`config.mk`:
```
export PLATFORM = sky130hd
export DESIGN_NAME = motion_status_output_regs
export DESIGN_NICKNAME = d
export VERILOG_FILES = /design/src/motion_status_pkg.sv /design/src/motion_status_output_regs.sv
export VERILOG_INCLUDE_DIRS = /design/src
export SDC_FILE = /design/constraint.sdc
export NUM_CORES = 1
export LEC_CHECK = 0
export ABC_AREA = 0
export BUFFER_PORTS_ARGS = -buffer_cell sky130_fd_sc_hd__buf_2
export CAP_MARGIN = 20
export CORE_MARGIN = 3
export CORE_UTILIZATION = 46
export DETAILED_ROUTE_END_ITERATION = 10
export GPL_ROUTABILITY_DRIVEN = 0
export GPL_TIMING_DRIVEN = 0
export PLACE_DENSITY = 0.69
export REMOVE_ABC_BUFFERS = 1
export SLEW_MARGIN = 20
export SYNTH_ARGS = -nofsm -noshare
export SYNTH_HDL_FRONTEND = slang
export SYNTH_SLANG_ARGS = --single-unit
```
`constraint.sdc`:
```
create_clock -name SYS_CLK -period 4.05 [get_ports SYS_CLK]
set_input_delay 0.405 -clock SYS_CLK [delete_from_list [all_inputs] [get_ports SYS_CLK]]
set_output_delay 0.405 -clock SYS_CLK [all_outputs]
set_load 0.005 [all_outputs]
```
`src/motion_status_consts.svh`:
```
`ifndef MOTION_STATUS_CONSTS_SVH
`define MOTION_STATUS_CONSTS_SVH

// Register byte offsets on the AXI4-Lite slave
`define ADDR_GENERAL_OUTPUT_LEVEL   8'h00
`define ADDR_OPERAND_LOW_WORD       8'h04
`define ADDR_OPERAND_HIGH_WORD      8'h08
`define ADDR_MAIN_DRIVE_STATUS      8'h0c
`define ADDR_INTERRUPT_CAUSE        8'h10
`define ADDR_INTERRUPT_CAUSE_LOW    8'h14
`define ADDR_INTERRUPT_CAUSE_HIGH   8'h18
`define ADDR_ERROR_FINISH_STATUS    8'h1c
`define ADDR_INTERRUPT_ENABLE       8'h20
`define ADDR_LIMIT_CONTROL          8'h24
`define ADDR_COMMAND                8'h28

// Reset values
`define RST_GENERAL_OUTPUT          8'h00
`define RST_INTERRUPT_ENABLE        16'h0000
`define RST_LIMIT_CONTROL           5'h00
`define RST_PIN_LEVELS              7'h08

// Limit control fields
`define CTL_SOFT_LIMIT_EN           0
`define CTL_HARD_LIMIT_EN           1
`define CTL_ALARM_EN                2
`define CTL_HARD_LIMIT_STOP_TYPE    3
`define CTL_SOFT_LIMIT_STOP_TYPE    4

// Command fields (write one to act)
`define CMD_CLEAR_ERR_FINISH        0
`define CMD_START_PLUS              1
`define CMD_START_MINUS             2
`define CMD_LINK_EN_LSB             8
`define CMD_LINK_DIS_LSB            12

// Pin synchroniser bit positions
`define PIN_PLUS_LIMIT              0
`define PIN_MINUS_LIMIT             1
`define PIN_ALARM                   2
`define PIN_EMERGENCY_N             3
`define PIN_HALT_LSB                4

// AXI responses
`define AXI_RESP_OKAY               2'b00
`define AXI_RESP_SLVERR             2'b10

`endif

```
`src/motion_status_pkg.sv`:
```
package motion_status_pkg;
  typedef logic [15:0] word16_t;   // One host register word
  typedef logic [1:0]  axi_resp_t; // AXI response code
endpackage

```
`src/motion_status_output_regs.sv`:
```
// The address map and register access over AXI4-Lite are this design's own decisions.
`include "motion_status_consts.svh"

module motion_status_output_regs
  import motion_status_pkg::*;
(
  input  wire logic        SYS_CLK,
  input  wire logic        RST_N,
  // AXI4-Lite slave
  input  wire logic [7:0]  S_AXI_AWADDR,
  input  wire logic        S_AXI_AWVALID,
  output logic             S_AXI_AWREADY,
  input  wire logic [31:0] S_AXI_WDATA,
  input  wire logic [3:0]  S_AXI_WSTRB,
  input  wire logic        S_AXI_WVALID,
  output logic             S_AXI_WREADY,
  output logic [1:0]       S_AXI_BRESP,
  output logic             S_AXI_BVALID,
  input  wire logic        S_AXI_BREADY,
  input  wire logic [7:0]  S_AXI_ARADDR,
  input  wire logic        S_AXI_ARVALID,
  output logic             S_AXI_ARREADY,
  output logic [31:0]      S_AXI_RDATA,
  output logic [1:0]       S_AXI_RRESP,
  output logic             S_AXI_RVALID,
  input  wire logic        S_AXI_RREADY,
  // Drive datapath state, same clock
  input  wire logic        DRIVE_BUSY,
  input  wire logic        HOME_SEARCH_BUSY,
  input  wire logic        ACCELERATING_FLAG,
  input  wire logic        CONSTANT_SPEED_FLAG,
  input  wire logic        DECELERATING_FLAG,
  input  wire logic        RATE_RISING_FLAG,
  input  wire logic        RATE_FALLING_FLAG,
  input  wire logic        TIMER_RUNNING,
  input  wire logic        SPLIT_RUNNING,
  input  wire logic        SOFT_PLUS_REACHED,
  input  wire logic        SOFT_MINUS_BELOW,
  input  wire logic        LINKED_STOP,
  // Interrupt event pulses, same clock
  input  wire logic [3:0]  COMPARE_MATCH_CAUSES,
  input  wire logic        DRIVE_START_CAUSE,
  input  wire logic        CONST_ENTRY_CAUSE,
  input  wire logic        CONST_EXIT_CAUSE,
  input  wire logic        DRIVE_END_CAUSE,
  input  wire logic        HOME_END_CAUSE,
  input  wire logic        TIMER_EXPIRY_CAUSE,
  input  wire logic        SPLIT_EDGE_CAUSE,
  input  wire logic        SPLIT_DONE_CAUSE,
  // Asynchronous pins
  input  wire logic        PLUS_LIMIT_INPUT,
  input  wire logic        MINUS_LIMIT_INPUT,
  input  wire logic        ALARM_INPUT,
  input  wire logic        EMERGENCY_INPUT_N,
  input  wire logic [2:0]  EXTERNAL_HALT_INPUTS,
  // Outputs
  output logic [7:0]       GENERAL_IO_PINS,
  output logic [31:0]      OPERAND_BITS,
  output logic             DRIVE_START_PLUS,
  output logic             DRIVE_START_MINUS,
  output logic             STOP_INSTANT,
  output logic             STOP_DECEL,
  output logic             INTERRUPT_OUT_N
);

  // ---------------- Pin synchronisers ----------------
  logic [6:0] pin_raw;                       // Raw pin levels
  logic [6:0] pin_lvl_reg;                   // Accepted levels
  logic [6:0] pin_lvl_next;
  logic [6:0] sync1_reg, sync2_reg, sync3_reg;

  assign pin_raw = {EXTERNAL_HALT_INPUTS, EMERGENCY_INPUT_N, ALARM_INPUT,
                    MINUS_LIMIT_INPUT, PLUS_LIMIT_INPUT};

  // A level is accepted only once stages two and three agree, which
  // rejects a one-cycle glitch on a noisy limit switch
  localparam logic [6:0] pin_rst_lvl = `RST_PIN_LEVELS;  // Idle pin levels, emergency pin high
  genvar gi;
  generate
    for (gi = 0; gi < 7; gi++) begin : g_pin
      always_comb begin
        pin_lvl_next[gi] = (sync2_reg[gi] == sync3_reg[gi]) ? sync2_reg[gi] : pin_lvl_reg[gi];
      end
      always_ff @(posedge SYS_CLK) begin
        if (!RST_N) begin
          sync1_reg[gi]   <= pin_rst_lvl[gi];
          sync2_reg[gi]   <= pin_rst_lvl[gi];
          sync3_reg[gi]   <= pin_rst_lvl[gi];
          pin_lvl_reg[gi] <= pin_rst_lvl[gi];
        end else begin
          sync1_reg[gi]   <= pin_raw[gi];
          sync2_reg[gi]   <= sync1_reg[gi];
          sync3_reg[gi]   <= sync2_reg[gi];
          pin_lvl_reg[gi] <= pin_lvl_next[gi];
        end
      end
    end
  endgenerate

  logic plus_lim, minus_lim, alarm_act, emg_act;
  logic [2:0] halt_act;
  assign plus_lim  = pin_lvl_reg[`PIN_PLUS_LIMIT];
  assign minus_lim = pin_lvl_reg[`PIN_MINUS_LIMIT];
  assign alarm_act = pin_lvl_reg[`PIN_ALARM];
  assign emg_act   = ~pin_lvl_reg[`PIN_EMERGENCY_N];  // Pin is active low
  assign halt_act  = pin_lvl_reg[`PIN_HALT_LSB +: 3];

  // ---------------- AXI4-Lite slave ----------------
  logic        awready_reg, awready_next;    // Address slot free
  logic        wready_reg, wready_next;      // Data slot free
  logic [7:0]  awaddr_reg, awaddr_next;      // Held write address
  logic [31:0] wdata_reg, wdata_next;        // Held write data
  logic [3:0]  wstrb_reg, wstrb_next;        // Held byte strobes
  logic        bvalid_reg, bvalid_next;
  logic [1:0]  bresp_reg, bresp_next;
  logic        arready_reg, arready_next;
  logic        rvalid_reg, rvalid_next;
  logic [31:0] rdata_reg, rdata_next;
  logic [1:0]  rresp_reg, rresp_next;
  logic        wr_do;                        // Both halves held, commit now
  logic        rd_do;                        // Read address taken now
  logic        wr_hit;                       // Write address is a writable register

  assign wr_do = !awready_reg && !wready_reg && !bvalid_reg;
  assign rd_do = S_AXI_ARVALID && arready_reg;

  // Address and data are caught in either order; a slot closes once
  // filled and both reopen only after the response is taken
  always_comb begin
    awready_next = awready_reg;
    wready_next  = wready_reg;
    awaddr_next  = awaddr_reg;
    wdata_next   = wdata_reg;
    wstrb_next   = wstrb_reg;
    bvalid_next  = bvalid_reg;
    bresp_next   = bresp_reg;
    if (S_AXI_AWVALID && awready_reg) begin
      awaddr_next  = S_AXI_AWADDR;
      awready_next = 1'b0;
    end
    if (S_AXI_WVALID && wready_reg) begin
      wdata_next  = S_AXI_WDATA;
      wstrb_next  = S_AXI_WSTRB;
      wready_next = 1'b0;
    end
    if (wr_do) begin
      bvalid_next = 1'b1;
      bresp_next  = wr_hit ? `AXI_RESP_OKAY : `AXI_RESP_SLVERR;
    end else if (bvalid_reg && S_AXI_BREADY) begin
      bvalid_next  = 1'b0;
      awready_next = 1'b1;
      wready_next  = 1'b1;
    end
  end

  always_ff @(posedge SYS_CLK) begin
    if (!RST_N) begin
      awready_reg <= 1'b1;
      wready_reg  <= 1'b1;
      awaddr_reg  <= 8'h00;
      wdata_reg   <= 32'h0000_0000;
      wstrb_reg   <= 4'h0;
      bvalid_reg  <= 1'b0;
      bresp_reg   <= `AXI_RESP_OKAY;
    end else begin
      awready_reg <= awready_next;
      wready_reg  <= wready_next;
      awaddr_reg  <= awaddr_next;
      wdata_reg   <= wdata_next;
      wstrb_reg   <= wstrb_next;
      bvalid_reg  <= bvalid_next;
      bresp_reg   <= bresp_next;
    end
  end

  // ---------------- Register file ----------------
  logic [7:0]  gen_out_reg, gen_out_next;    // Output latch
  logic [31:0] operand_reg, operand_next;    // Staged command operand
  word16_t     int_en_reg, int_en_next;      // Factor enables
  logic [4:0]  lim_ctl_reg, lim_ctl_next;    // Limit enables and stop types
  logic [3:0]  link_en_reg, link_en_next;    // Linked-action units enabled
  word16_t     cause_reg, cause_next;        // Interrupt factors
  word16_t     err_fin_reg, err_fin_next;    // Error and finish record
  logic        drv_minus_reg, drv_minus_next;  // Direction of current drive
  logic        start_p_reg, start_p_next;
  logic        start_m_reg, start_m_next;
  logic        stop_i_reg, stop_i_next;
  logic        stop_d_reg, stop_d_next;
  logic        irq_n_reg, irq_n_next;
  word16_t     main_status;                  // Live main status word
  word16_t     events;                       // Raw factor events this cycle
  word16_t     rd_clear;                     // Cause bits cleared by this read
  word16_t     cmd;                          // Command word when written
  logic        driving;
  logic        refuse_p, refuse_m;           // Start blocked by active limit
  logic        soft_p, soft_m, hard_p, hard_m, alm_hit, emg_hit;

  assign driving = DRIVE_BUSY || HOME_SEARCH_BUSY;
  assign cmd = (wr_do && awaddr_reg == `ADDR_COMMAND) ? wdata_reg[15:0] : 16'h0000;

  // Error detection only while driving and only toward the limit's side
  assign soft_p  = driving && !drv_minus_reg && lim_ctl_reg[`CTL_SOFT_LIMIT_EN] && SOFT_PLUS_REACHED;
  assign soft_m  = driving && drv_minus_reg && lim_ctl_reg[`CTL_SOFT_LIMIT_EN] && SOFT_MINUS_BELOW;
  assign hard_p  = driving && !drv_minus_reg && lim_ctl_reg[`CTL_HARD_LIMIT_EN] && plus_lim;
  assign hard_m  = driving && drv_minus_reg && lim_ctl_reg[`CTL_HARD_LIMIT_EN] && minus_lim;
  assign alm_hit = driving && lim_ctl_reg[`CTL_ALARM_EN] && alarm_act;
  assign emg_hit = driving && emg_act;

  // A start toward a still-active limit is refused and errs again
  assign refuse_p = (lim_ctl_reg[`CTL_HARD_LIMIT_EN] && plus_lim)
                 || (lim_ctl_reg[`CTL_SOFT_LIMIT_EN] && SOFT_PLUS_REACHED);
  assign refuse_m = (lim_ctl_reg[`CTL_HARD_LIMIT_EN] && minus_lim)
                 || (lim_ctl_reg[`CTL_SOFT_LIMIT_EN] && SOFT_MINUS_BELOW);

  assign events = {4'h0, SPLIT_DONE_CAUSE, SPLIT_EDGE_CAUSE, TIMER_EXPIRY_CAUSE, HOME_END_CAUSE,
                   DRIVE_END_CAUSE, CONST_EXIT_CAUSE, CONST_ENTRY_CAUSE, DRIVE_START_CAUSE,
                   COMPARE_MATCH_CAUSES};

  assign main_status = {2'b00, SPLIT_RUNNING, TIMER_RUNNING, link_en_reg, RATE_FALLING_FLAG, 1'b0,
                        RATE_RISING_FLAG, DECELERATING_FLAG, CONSTANT_SPEED_FLAG, ACCELERATING_FLAG,
                        |err_fin_reg[6:0], driving};

  // Read-clear masks: whole word, or one byte as an 8-bit host would
  always_comb begin
    rd_clear = 16'h0000;
    if (rd_do) begin
      unique case (S_AXI_ARADDR)
        `ADDR_INTERRUPT_CAUSE:      rd_clear = 16'hffff;
        `ADDR_INTERRUPT_CAUSE_LOW:  rd_clear = 16'h00ff;
        `ADDR_INTERRUPT_CAUSE_HIGH: rd_clear = 16'hff00;
        default:                    rd_clear = 16'h0000;
      endcase
    end
  end

  // Write decode, command actions, sticky status and interrupt
  always_comb begin
    wr_hit         = 1'b1;
    gen_out_next   = gen_out_reg;
    operand_next   = operand_reg;
    int_en_next    = int_en_reg;
    lim_ctl_next   = lim_ctl_reg;
    link_en_next   = link_en_reg;
    err_fin_next   = err_fin_reg;
    drv_minus_next = drv_minus_reg;
    start_p_next   = 1'b0;
    start_m_next   = 1'b0;
    stop_i_next    = 1'b0;
    stop_d_next    = 1'b0;
    unique case (awaddr_reg)
      `ADDR_GENERAL_OUTPUT_LEVEL: begin
        // Upper byte is not stored; host keeps it zero
        if (wr_do && wstrb_reg[0]) begin
          gen_out_next = wdata_reg[7:0];
        end
      end
      `ADDR_OPERAND_LOW_WORD: begin
        for (int b = 0; b < 2; b++) begin
          if (wr_do && wstrb_reg[b]) begin
            operand_next[8*b +: 8] = wdata_reg[8*b +: 8];
          end
        end
      end
      `ADDR_OPERAND_HIGH_WORD: begin
        for (int b = 0; b < 2; b++) begin
          if (wr_do && wstrb_reg[b]) begin
            operand_next[16 + 8*b +: 8] = wdata_reg[8*b +: 8];
          end
        end
      end
      `ADDR_INTERRUPT_ENABLE: begin
        for (int b = 0; b < 2; b++) begin
          if (wr_do && wstrb_reg[b]) begin
            int_en_next[8*b +: 8] = wdata_reg[8*b +: 8];
          end
        end
      end
      `ADDR_LIMIT_CONTROL: begin
        if (wr_do && wstrb_reg[0]) begin
          lim_ctl_next = wdata_reg[4:0];
        end
      end
      `ADDR_COMMAND: begin
        // Command takes effect below through cmd
      end
      default: begin
        wr_hit = 1'b0;  // Unmapped or read-only address
      end
    endcase

    // Linked-action units: disable wins only when both are written
    link_en_next = (link_en_next | cmd[`CMD_LINK_EN_LSB +: 4]) & ~cmd[`CMD_LINK_DIS_LSB +: 4];

    // Clear command wipes the record before new causes are merged
    if (cmd[`CMD_CLEAR_ERR_FINISH]) begin
      err_fin_next = 16'h0000;
    end

    // Start commands when not driving: refused toward an active limit, else launched
    if (cmd[`CMD_START_PLUS] && !driving) begin
      if (refuse_p) begin
        err_fin_next[0] = err_fin_next[0] | (lim_ctl_reg[`CTL_SOFT_LIMIT_EN] && SOFT_PLUS_REACHED);
        err_fin_next[2] = err_fin_next[2] | (lim_ctl_reg[`CTL_HARD_LIMIT_EN] && plus_lim);
      end else begin
        err_fin_next   = 16'h0000;
        drv_minus_next = 1'b0;
        start_p_next   = 1'b1;
      end
    end else if (cmd[`CMD_START_MINUS] && !driving) begin
      if (refuse_m) begin
        err_fin_next[1] = err_fin_next[1] | (lim_ctl_reg[`CTL_SOFT_LIMIT_EN] && SOFT_MINUS_BELOW);
        err_fin_next[3] = err_fin_next[3] | (lim_ctl_reg[`CTL_HARD_LIMIT_EN] && minus_lim);
      end else begin
        err_fin_next   = 16'h0000;
        drv_minus_next = 1'b1;
        start_m_next   = 1'b1;
      end
    end

    // Causes during a drive set sticky bits; a set beats a same-cycle clear
    err_fin_next = err_fin_next | {emg_hit, alm_hit, hard_m, hard_p,
                                   driving ? halt_act : 3'b000,
                                   driving && LINKED_STOP,
                                   2'b00, emg_hit, alm_hit, hard_m, hard_p, soft_m, soft_p};

    // Stop requests to the pulse generator; instant beats decelerating
    if (emg_hit || alm_hit
        || ((hard_p || hard_m) && !lim_ctl_reg[`CTL_HARD_LIMIT_STOP_TYPE])
        || ((soft_p || soft_m) && lim_ctl_reg[`CTL_SOFT_LIMIT_STOP_TYPE])) begin
      stop_i_next = 1'b1;
    end else if (hard_p || hard_m || soft_p || soft_m) begin
      stop_d_next = 1'b1;
    end

    // Factor bits: enabled events only, set wins over read clear
    cause_next = (cause_reg & ~rd_clear) | (events & int_en_reg);
    irq_n_next = ~|cause_next;
  end

  // Operand staging carries no reset, so its value is unknown until written
  always_ff @(posedge SYS_CLK) begin
    operand_reg <= operand_next;
  end

  always_ff @(posedge SYS_CLK) begin
    if (!RST_N) begin
      gen_out_reg   <= `RST_GENERAL_OUTPUT;
      int_en_reg    <= `RST_INTERRUPT_ENABLE;
      lim_ctl_reg   <= `RST_LIMIT_CONTROL;
      link_en_reg   <= 4'h0;
      cause_reg     <= 16'h0000;
      err_fin_reg   <= 16'h0000;
      drv_minus_reg <= 1'b0;
      start_p_reg   <= 1'b0;
      start_m_reg   <= 1'b0;
      stop_i_reg    <= 1'b0;
      stop_d_reg    <= 1'b0;
      irq_n_reg     <= 1'b1;
    end else begin
      gen_out_reg   <= gen_out_next;
      int_en_reg    <= int_en_next;
      lim_ctl_reg   <= lim_ctl_next;
      link_en_reg   <= link_en_next;
      cause_reg     <= cause_next;
      err_fin_reg   <= err_fin_next;
      drv_minus_reg <= drv_minus_next;
      start_p_reg   <= start_p_next;
      start_m_reg   <= start_m_next;
      stop_i_reg    <= stop_i_next;
      stop_d_reg    <= stop_d_next;
      irq_n_reg     <= irq_n_next;
    end
  end

  // ---------------- Read channel ----------------
  // One read in flight; the address is refused while data waits
  always_comb begin
    arready_next = arready_reg;
    rvalid_next  = rvalid_reg;
    rdata_next   = rdata_reg;
    rresp_next   = rresp_reg;
    if (rd_do) begin
      arready_next = 1'b0;
      rvalid_next  = 1'b1;
      rresp_next   = `AXI_RESP_OKAY;
      unique case (S_AXI_ARADDR)
        `ADDR_GENERAL_OUTPUT_LEVEL: rdata_next = {24'h000000, gen_out_reg};
        `ADDR_OPERAND_LOW_WORD:     rdata_next = 32'h0000_0000;  // Write-only
        `ADDR_OPERAND_HIGH_WORD:    rdata_next = 32'h0000_0000;  // Write-only
        `ADDR_MAIN_DRIVE_STATUS:    rdata_next = {16'h0000, main_status};
        `ADDR_INTERRUPT_CAUSE:      rdata_next = {16'h0000, cause_reg};
        `ADDR_INTERRUPT_CAUSE_LOW:  rdata_next = {24'h000000, cause_reg[7:0]};
        `ADDR_INTERRUPT_CAUSE_HIGH: rdata_next = {24'h000000, cause_reg[15:8]};
        `ADDR_ERROR_FINISH_STATUS:  rdata_next = {16'h0000, err_fin_reg};
        `ADDR_INTERRUPT_ENABLE:     rdata_next = {16'h0000, int_en_reg};
        `ADDR_LIMIT_CONTROL:        rdata_next = {27'h0000000, lim_ctl_reg};
        `ADDR_COMMAND:              rdata_next = 32'h0000_0000;
        default: begin
          rdata_next = 32'h0000_0000;
          rresp_next = `AXI_RESP_SLVERR;
        end
      endcase
    end else if (rvalid_reg && S_AXI_RREADY) begin
      rvalid_next  = 1'b0;
      arready_next = 1'b1;
    end
  end

  always_ff @(posedge SYS_CLK) begin
    if (!RST_N) begin
      arready_reg <= 1'b1;
      rvalid_reg  <= 1'b0;
      rdata_reg   <= 32'h0000_0000;
      rresp_reg   <= `AXI_RESP_OKAY;
    end else begin
      arready_reg <= arready_next;
      rvalid_reg  <= rvalid_next;
      rdata_reg   <= rdata_next;
      rresp_reg   <= rresp_next;
    end
  end

  // ---------------- Outputs, all from flip-flops ----------------
  assign S_AXI_AWREADY     = awready_reg;
  assign S_AXI_WREADY      = wready_reg;
  assign S_AXI_BVALID      = bvalid_reg;
  assign S_AXI_BRESP       = bresp_reg;
  assign S_AXI_ARREADY     = arready_reg;
  assign S_AXI_RVALID      = rvalid_reg;
  assign S_AXI_RDATA       = rdata_reg;
  assign S_AXI_RRESP       = rresp_reg;
  assign GENERAL_IO_PINS   = gen_out_reg;
  assign OPERAND_BITS      = operand_reg;
  assign DRIVE_START_PLUS  = start_p_reg;
  assign DRIVE_START_MINUS = start_m_reg;
  assign STOP_INSTANT      = stop_i_reg;
  assign STOP_DECEL        = stop_d_reg;
  assign INTERRUPT_OUT_N   = irq_n_reg;

endmodule // motion_status_output_regs

```
==> summary.md, run 1 <==
| Metric | Value |
|---|---|
| Vias | 5772 |
| Post CTS Setup Buffer Count | 0 |
| Worst Setup SP | S_AXI_AWREADY |
| Hold Startpoint | EMERGENCY_INPUT_N |
| Setup TNS | 0 ns |
| Clock root cell | clkbuf_16 |
| Worst hold path type | in2reg |
| Initial antenna violation count | 0 |
| Total track usage | 0.218 |
| Reg2reg start | S_AXI_AWREADY |
| Fin. Hold Viols | 0 |
| Status | completed |
| Die Area | 16900 µm² |
| Fin. max-slew vios | 0 |
| Netlist cell types | 62 |
| Critical path, cell by cell | or3_1 > nor4_2 > nand4b_1 > mux2i_1 > nor2_1 |
| Skew-Pair Late Insertion Delay | 0.43 ns |
| Core ar. | 14800 µm² |
| Final core occ | 0.565 |
| Crit path max fanout | 12 |
| Post-route DRC | 0 |
| Number of synthesized register bits | 180 |
| Post-synthesis cell count | 731 |
| Final period util | 0.634 |
| Power Density | 428 nW/µm² |
| Min Tclk post-route | 2.57 ns |
| Initial core utilization | 0.478 |
| Routed Antenna Nets | 0 |
| Area leader, netlist | dfxtp_1 |
| Relative slew slack | 0.419 |
| Max-Cap Viols | 0 |
| Final-stage net count | 940 |
| DP HPWL | 12800 µm |
| Iter 0 DRT Violations | 577 |
| Pre-antenna DRT Iters | 8 |
| Hold_buf cts | 0 |
| Worst slew pin tran | 0.860 ns |
| Leak | 3.50 nW |
| Crit end category | flop |
| Max clock buf depth | 2 |
| Fillers | 1333 |
| IO Port Bufs | 139 |
| Ys async rst share | 0 |
| YS warnings | 0 |
| H-tree levels | 4 |
| FP Rows | 44 |
| Die Span X | 130 µm |
| Total Routed Length | 18300 µm |
| RSZ-0062 raised after global routing | no |
| Startpoint types | flop |
| Resize count post-CTS | 0 |
| Fin Clk Skew | 0.00788 ns |
| Slowest cell on the critical path | nand4b_1 |
| Clock sink count | 180 |
| Peak supply drop | 0.000344 V |
| Fraction of layout cells with a size suffix above 1 | 0.211 |
| Ports | 176 |
| Synth top area cells | dfxtp_1, edfxtp_1, mux2i_1, nand2_1, a21oi_1 |
| Max reg flops | 32 |
| P&R area growth vs syn | 18.0% |
| Clock Pin Slew Worst Setup and Hold Paths | 0.07 ns |
| Largest net degree at the start of global routing | 60 |
| Overall Power | 3.58 mW |
| Final setup viols | 0 |
| Number of global-route vias before repair | 5228 |
| Placed cells | 1015 |
| Syn avg cell area | 9.69 µm² |
| Max Freq | 389 MHz |
| Cts bufs inserted | 17 |
| Post-synth top flop | dfxtp_1 |
| Vias per inst | 5.51 |
| CTS tree | built |
| Ant diodes | 0 |
| WP data arrival | 2.87 ns |
| EDFF count, synth | 32 |
| Area share of the largest cell type after synthesis | 0.418 |
| Crit-path max cell delay | 0.71 ns |
| First-pass GRT wire length | 28100 µm |
| WS Path Type | reg2reg |
| Routed len/inst | 17.5 µm |
| Global route overflow | 0 |
| Sequential share of the synthesized area | 0.554 |
| Synthesized area | 7090 µm² |
| Die height | 130 µm |
| Worst hold margin | 0.166 ns |
| Worst EP required | 4.35 ns |
| Cell Count, Final, Fillers Out | 1047 |
==> path summary, 6_finish.rpt <==
kind | slack, ns | cells after the start | end
max | 1.48 | 5 | GENERAL_IO_PINS[1]
min | 0.17 | 2 | sync1_reg[3]
max reg2reg | 1.48 | 5 | GENERAL_IO_PINS[1]
min reg2reg | 0.42 | 1 | sync2_reg[3]
==> synth_stat cells (17+ instances only) <==
| library cell | instances |
|---|---|
| clkbuf_1 | 31 |
| a21oi_1 | 70 |
| nor2_1 | 63 |
| a22oi_1 | 27 |
| mux2i_1 | 43 |
| buf_4 | 18 |
| and2_1 | 26 |
| edfxtp_1 | 32 |
| nand2_1 | 107 |
| dfxtp_1 | 148 |
| nand3_1 | 17 |
| o21ai_0 | 23 |
==> layout make-up <==
class	instances	area (µm²)	area share
clock inverters	13	109	0.0130
inverters	6	25.0	0.00299
clock buffers	19	433	0.0518
repair buffers	140	723	0.0865
multi-input cells	505	2920	0.349
well taps	184	230	0.0275
flip-flops and latches	180	3920	0.469
==> metal layers <==
metal	track usage	part of all wire	vias up
li1	-	-	2816
met1	0.299	0.44	2699
met2	0.341	0.47	233
met3	0.0479	0.074	24
met4	0.0764	0.019	0
met5	0	0	-
==> where the power goes <==
part           internal (mW)  total [mW]  switching [mW]
sequential              1.85        1.88          0.0315
combinational         0.0675       0.180           0.113
clock                  0.842        1.52           0.677
==> critical path, delay by kind of cell, from the launching register on <==
family        cells  cell delay, ns
mux               1            0.37
simple gates      4            1.65
flops             1            0.42
==> logic make-up after synthesis <==
logic type | count (synthesis) | synth area share
buffers and inverters | 63 | 0.0445
AO/OA/AOI/OAI | 166 | 0.147
multiplexers | 46 | 0.0655
other | 1 | 0.000529
XOR/XNOR | 1 | 0.00124
AND/OR/NAND/NOR | 274 | 0.187
flip-flops | 180 | 0.554
==> cell usage in the layout (no fill, tap or decap), types with 4 or more instances in the layout <==
cell / n
a211oi_1: 5
a21oi_1: 70
a22o_1: 4
a22oi_1: 27
a311oi_1: 4
and2_1: 26
and3_1: 10
buf_2: 139
clkbuf_16: 17
conb_1: 18
dfxtp_1: 148
edfxtp_1: 32
inv_1: 5
mux2i_1: 43
nand2_1: 107
nand2b_1: 6
nand3_1: 17
nand4_1: 4
nor2_1: 63
nor3_1: 9
nor4_1: 7
o21ai_0: 23
o22ai_1: 9
==> per-stage QoR <==
step                      worst slack (ns)  area (µm²)
after floorplan                       1.66        6860
after global placement               0.116        7780
after detailed placement              1.22        7810
after CTS                             1.46        8350
after global routing                  1.20        8360
final                                 1.48        8360
(Power assumes the default switching activity.)
==> inputs of run 2 (changes only) <==
PLACE_DENSITY = 0.71   (was 0.69)
clock period = 2.2 ns   (was 4.05 ns; I/O delays follow)
==> run 2 against run 1 <==
Via count down 0.38%. Die area unchanged. Worst hold slack got worse by 0.14 ns. Critical endpoint is now lim_ctl_reg[2]. Largest cell class unchanged.
==> summary.md, run 2 (synthesis gave the netlist of run 1 again) <==
| Metric | Value |
|---|---|
| Final core occ | 0.580 (+0.0153) |
| Relative slew slack | 0.421 (+0.00220) |
| Crit-path max cell delay | 0.66 ns (-0.05 ns) |
| Routed Antenna Nets | 0 (unchanged) |
| Fin Clk Skew | 0.00515 ns (-0.00274 ns) |
| Skew-Pair Late Insertion Delay | 0.43 ns (about the same) |
| Number of global-route vias before repair | 5455 (+4.3%) |
| Clock Pin Slew Worst Setup and Hold Paths | 0.06 ns (about the same) |
| Worst hold path type | in2reg |
| Die height | 130 µm (unchanged) |
| First-pass GRT wire length | 28400 µm (+0.84%) |
| Initial core utilization | 0.478 (unchanged) |
| Vias | 5750 (-0.38%) |
| Worst hold margin | 0.0242 ns (-0.142 ns) |
| WS Path Type | reg2reg |
| Max Freq | 476 MHz (+22%) |
| Setup TNS | 0 ns (unchanged) |
| Final period util | 0.955 (+0.321) |
| Fin. max-slew vios | 0 (unchanged) |
| Most frequent cells in the layout | dfxtp_1, buf_2, nand2_1 |
| Min Tclk post-route | 2.10 ns (-0.468 ns) |
| Ant diodes | 0 (unchanged) |
| WP data arrival | 2.41 ns (-0.46 ns) |
| Startpoint types | flop |
| DP HPWL | 12900 µm (+1.1%) |
| Final setup viols | 0 (unchanged) |
| Routed len/inst | 17.3 µm (-0.96%) |
| Initial antenna violation count | 0 (unchanged) |
| Clock sink count | 180 (unchanged) |
| Critical path, cell by cell | or4b_1 > nor2_1 > nand4_1 > mux2i_1 > nor2_1 |
| Die Span X | 130 µm (unchanged) |
| FP Rows | 44 (unchanged) |
| Max-Cap Viols | 0 (unchanged) |
| Status | completed |
| Vias per inst | 5.43 (-1.4%) |
| P&R area growth vs syn | 21.2% |
| IO Port Bufs | 139 (unchanged) |
| Peak supply drop | 0.000543 V (+58%) |
| CTS tree | built |
| Crit end category | flop |
| Largest net degree at the start of global routing | 76 (+27%) |
| Pre-antenna DRT Iters | 5 (-3) |
| Register Area | 3920 µm² (unchanged) |
| Die Area | 16900 µm² (unchanged) |
| Multi-input gate area | 2980 µm² (+2.1%) |
| Fraction of layout cells with a size suffix above 1 | 0.223 (+0.0122) |
| Power Density | 798 nW/µm² (+86%) |
| Fin. Hold Viols | 0 (unchanged) |
| Worst slew pin tran | 0.857 ns (-0.00326 ns) |
| Slowest cell on the critical path | or4b_1 |
| Crit path max fanout | 5 (-7) |
| Total Routed Length | 18300 µm (about the same) |
| Cts bufs inserted | 17 (unchanged) |
| Post-route DRC | 0 (unchanged) |
| CP most frequent cell | nor2_1 |
| Leak | 3.59 nW (+2.6%) |
| H-tree levels | 4 (unchanged) |
| Max clock buf depth | 2 (unchanged) |
| Fillers | 1297 (-2.7%) |
| Ports | 176 (unchanged) |
| Iter 0 DRT Violations | 443 (-23%) |
| Core ar. | 14800 µm² (unchanged) |
| Max reg flops | 32 (unchanged) |
| Global route overflow | 0 (unchanged) |
| Final-stage net count | 951 (+1.2%) |
| Worst EP required | 2.51 ns (-1.84 ns) |
| Commonest non-fill, non-tap cell in the layout | dfxtp_1 |
| Total track usage | 0.217 (-0.000665) |
| Clock root cell | clkbuf_16 |
[run 2: cell type report]
type,count,area share
timing repair buffer,151,0.0976
multi-input combinational,505,0.347
sequential,180,0.457
clock inverter,14,0.0188
inverter,6,0.00291
tap,184,0.0268
clock buffer,18,0.0500
[run 2: path summary, 6_finish.rpt]
path | start | endpoint | slack [ns] | cells past startpoint
worst max-delay path | awaddr_reg[4] | lim_ctl_reg[2] | 0.1 | 5
worst max register to register | awaddr_reg[4] | lim_ctl_reg[2] | 0.1 | 5
worst min register to register | sync1_reg[3] | sync2_reg[3] | 0.43 | 1
worst min-delay path | S_AXI_WDATA[2] | wdata_reg[2] | 0.02 | 3
[run 2: timing repair]
| action | in CTS | in global routing |
|---|---|---|
| hold buffers | 8 | 0 |
| pin swaps | 1 | 3 |
| setup buffers | 1 | 2 |
| hold endpoints to repair | 8 | 0 |
| resized for setup | 7 | 6 |
| endpoints found under the setup margin | 40 | 65 |
[run 2: through the flow]
stage	instances	cell area, µm²	total power [mW]	setup WS, ns
2_1_floorplan	691	6860	3.68	-0.00222
3_3_place_gp	1014	7780	3.85	-1.45
3_5_place_dp	1015	7820	3.86	-0.378
4_1_cts	1056	8520	6.89	-0.0381
5_1_grt	1058	8590	7.07	-0.0134
6_report	1058	8590	6.86	0.0980
[run 2: where the power goes]
| group | leakage (nW) | switching (mW) | total (mW) | internal (mW) |
|---|---|---|---|---|
| clock network | 0.280 | 1.27 | 3.04 | 1.78 |
| registers | 1.52 | 0.0576 | 3.46 | 3.41 |
| logic | 1.79 | 0.214 | 0.350 | 0.136 |
| total | 3.59 | 1.54 | 6.86 | 5.32 |
[run 2: routing by layer]
layer  part of all wire  vias up  wire length, µm  track usage
met4              0.020        0              369       0.0813
met2               0.48      179             8880        0.352
met1               0.44     2692             8150        0.288
met3              0.051       37              934       0.0450
met5                  0        -                0            0
li1                   -     2842                -            -
[run 2: critical path: cells and delay by family, from the launching register on]
kind	cells	cell delay (ns)
flip-flops	1	0.33
AND/OR/NAND/NOR	4	1.39
multiplexers	1	0.25
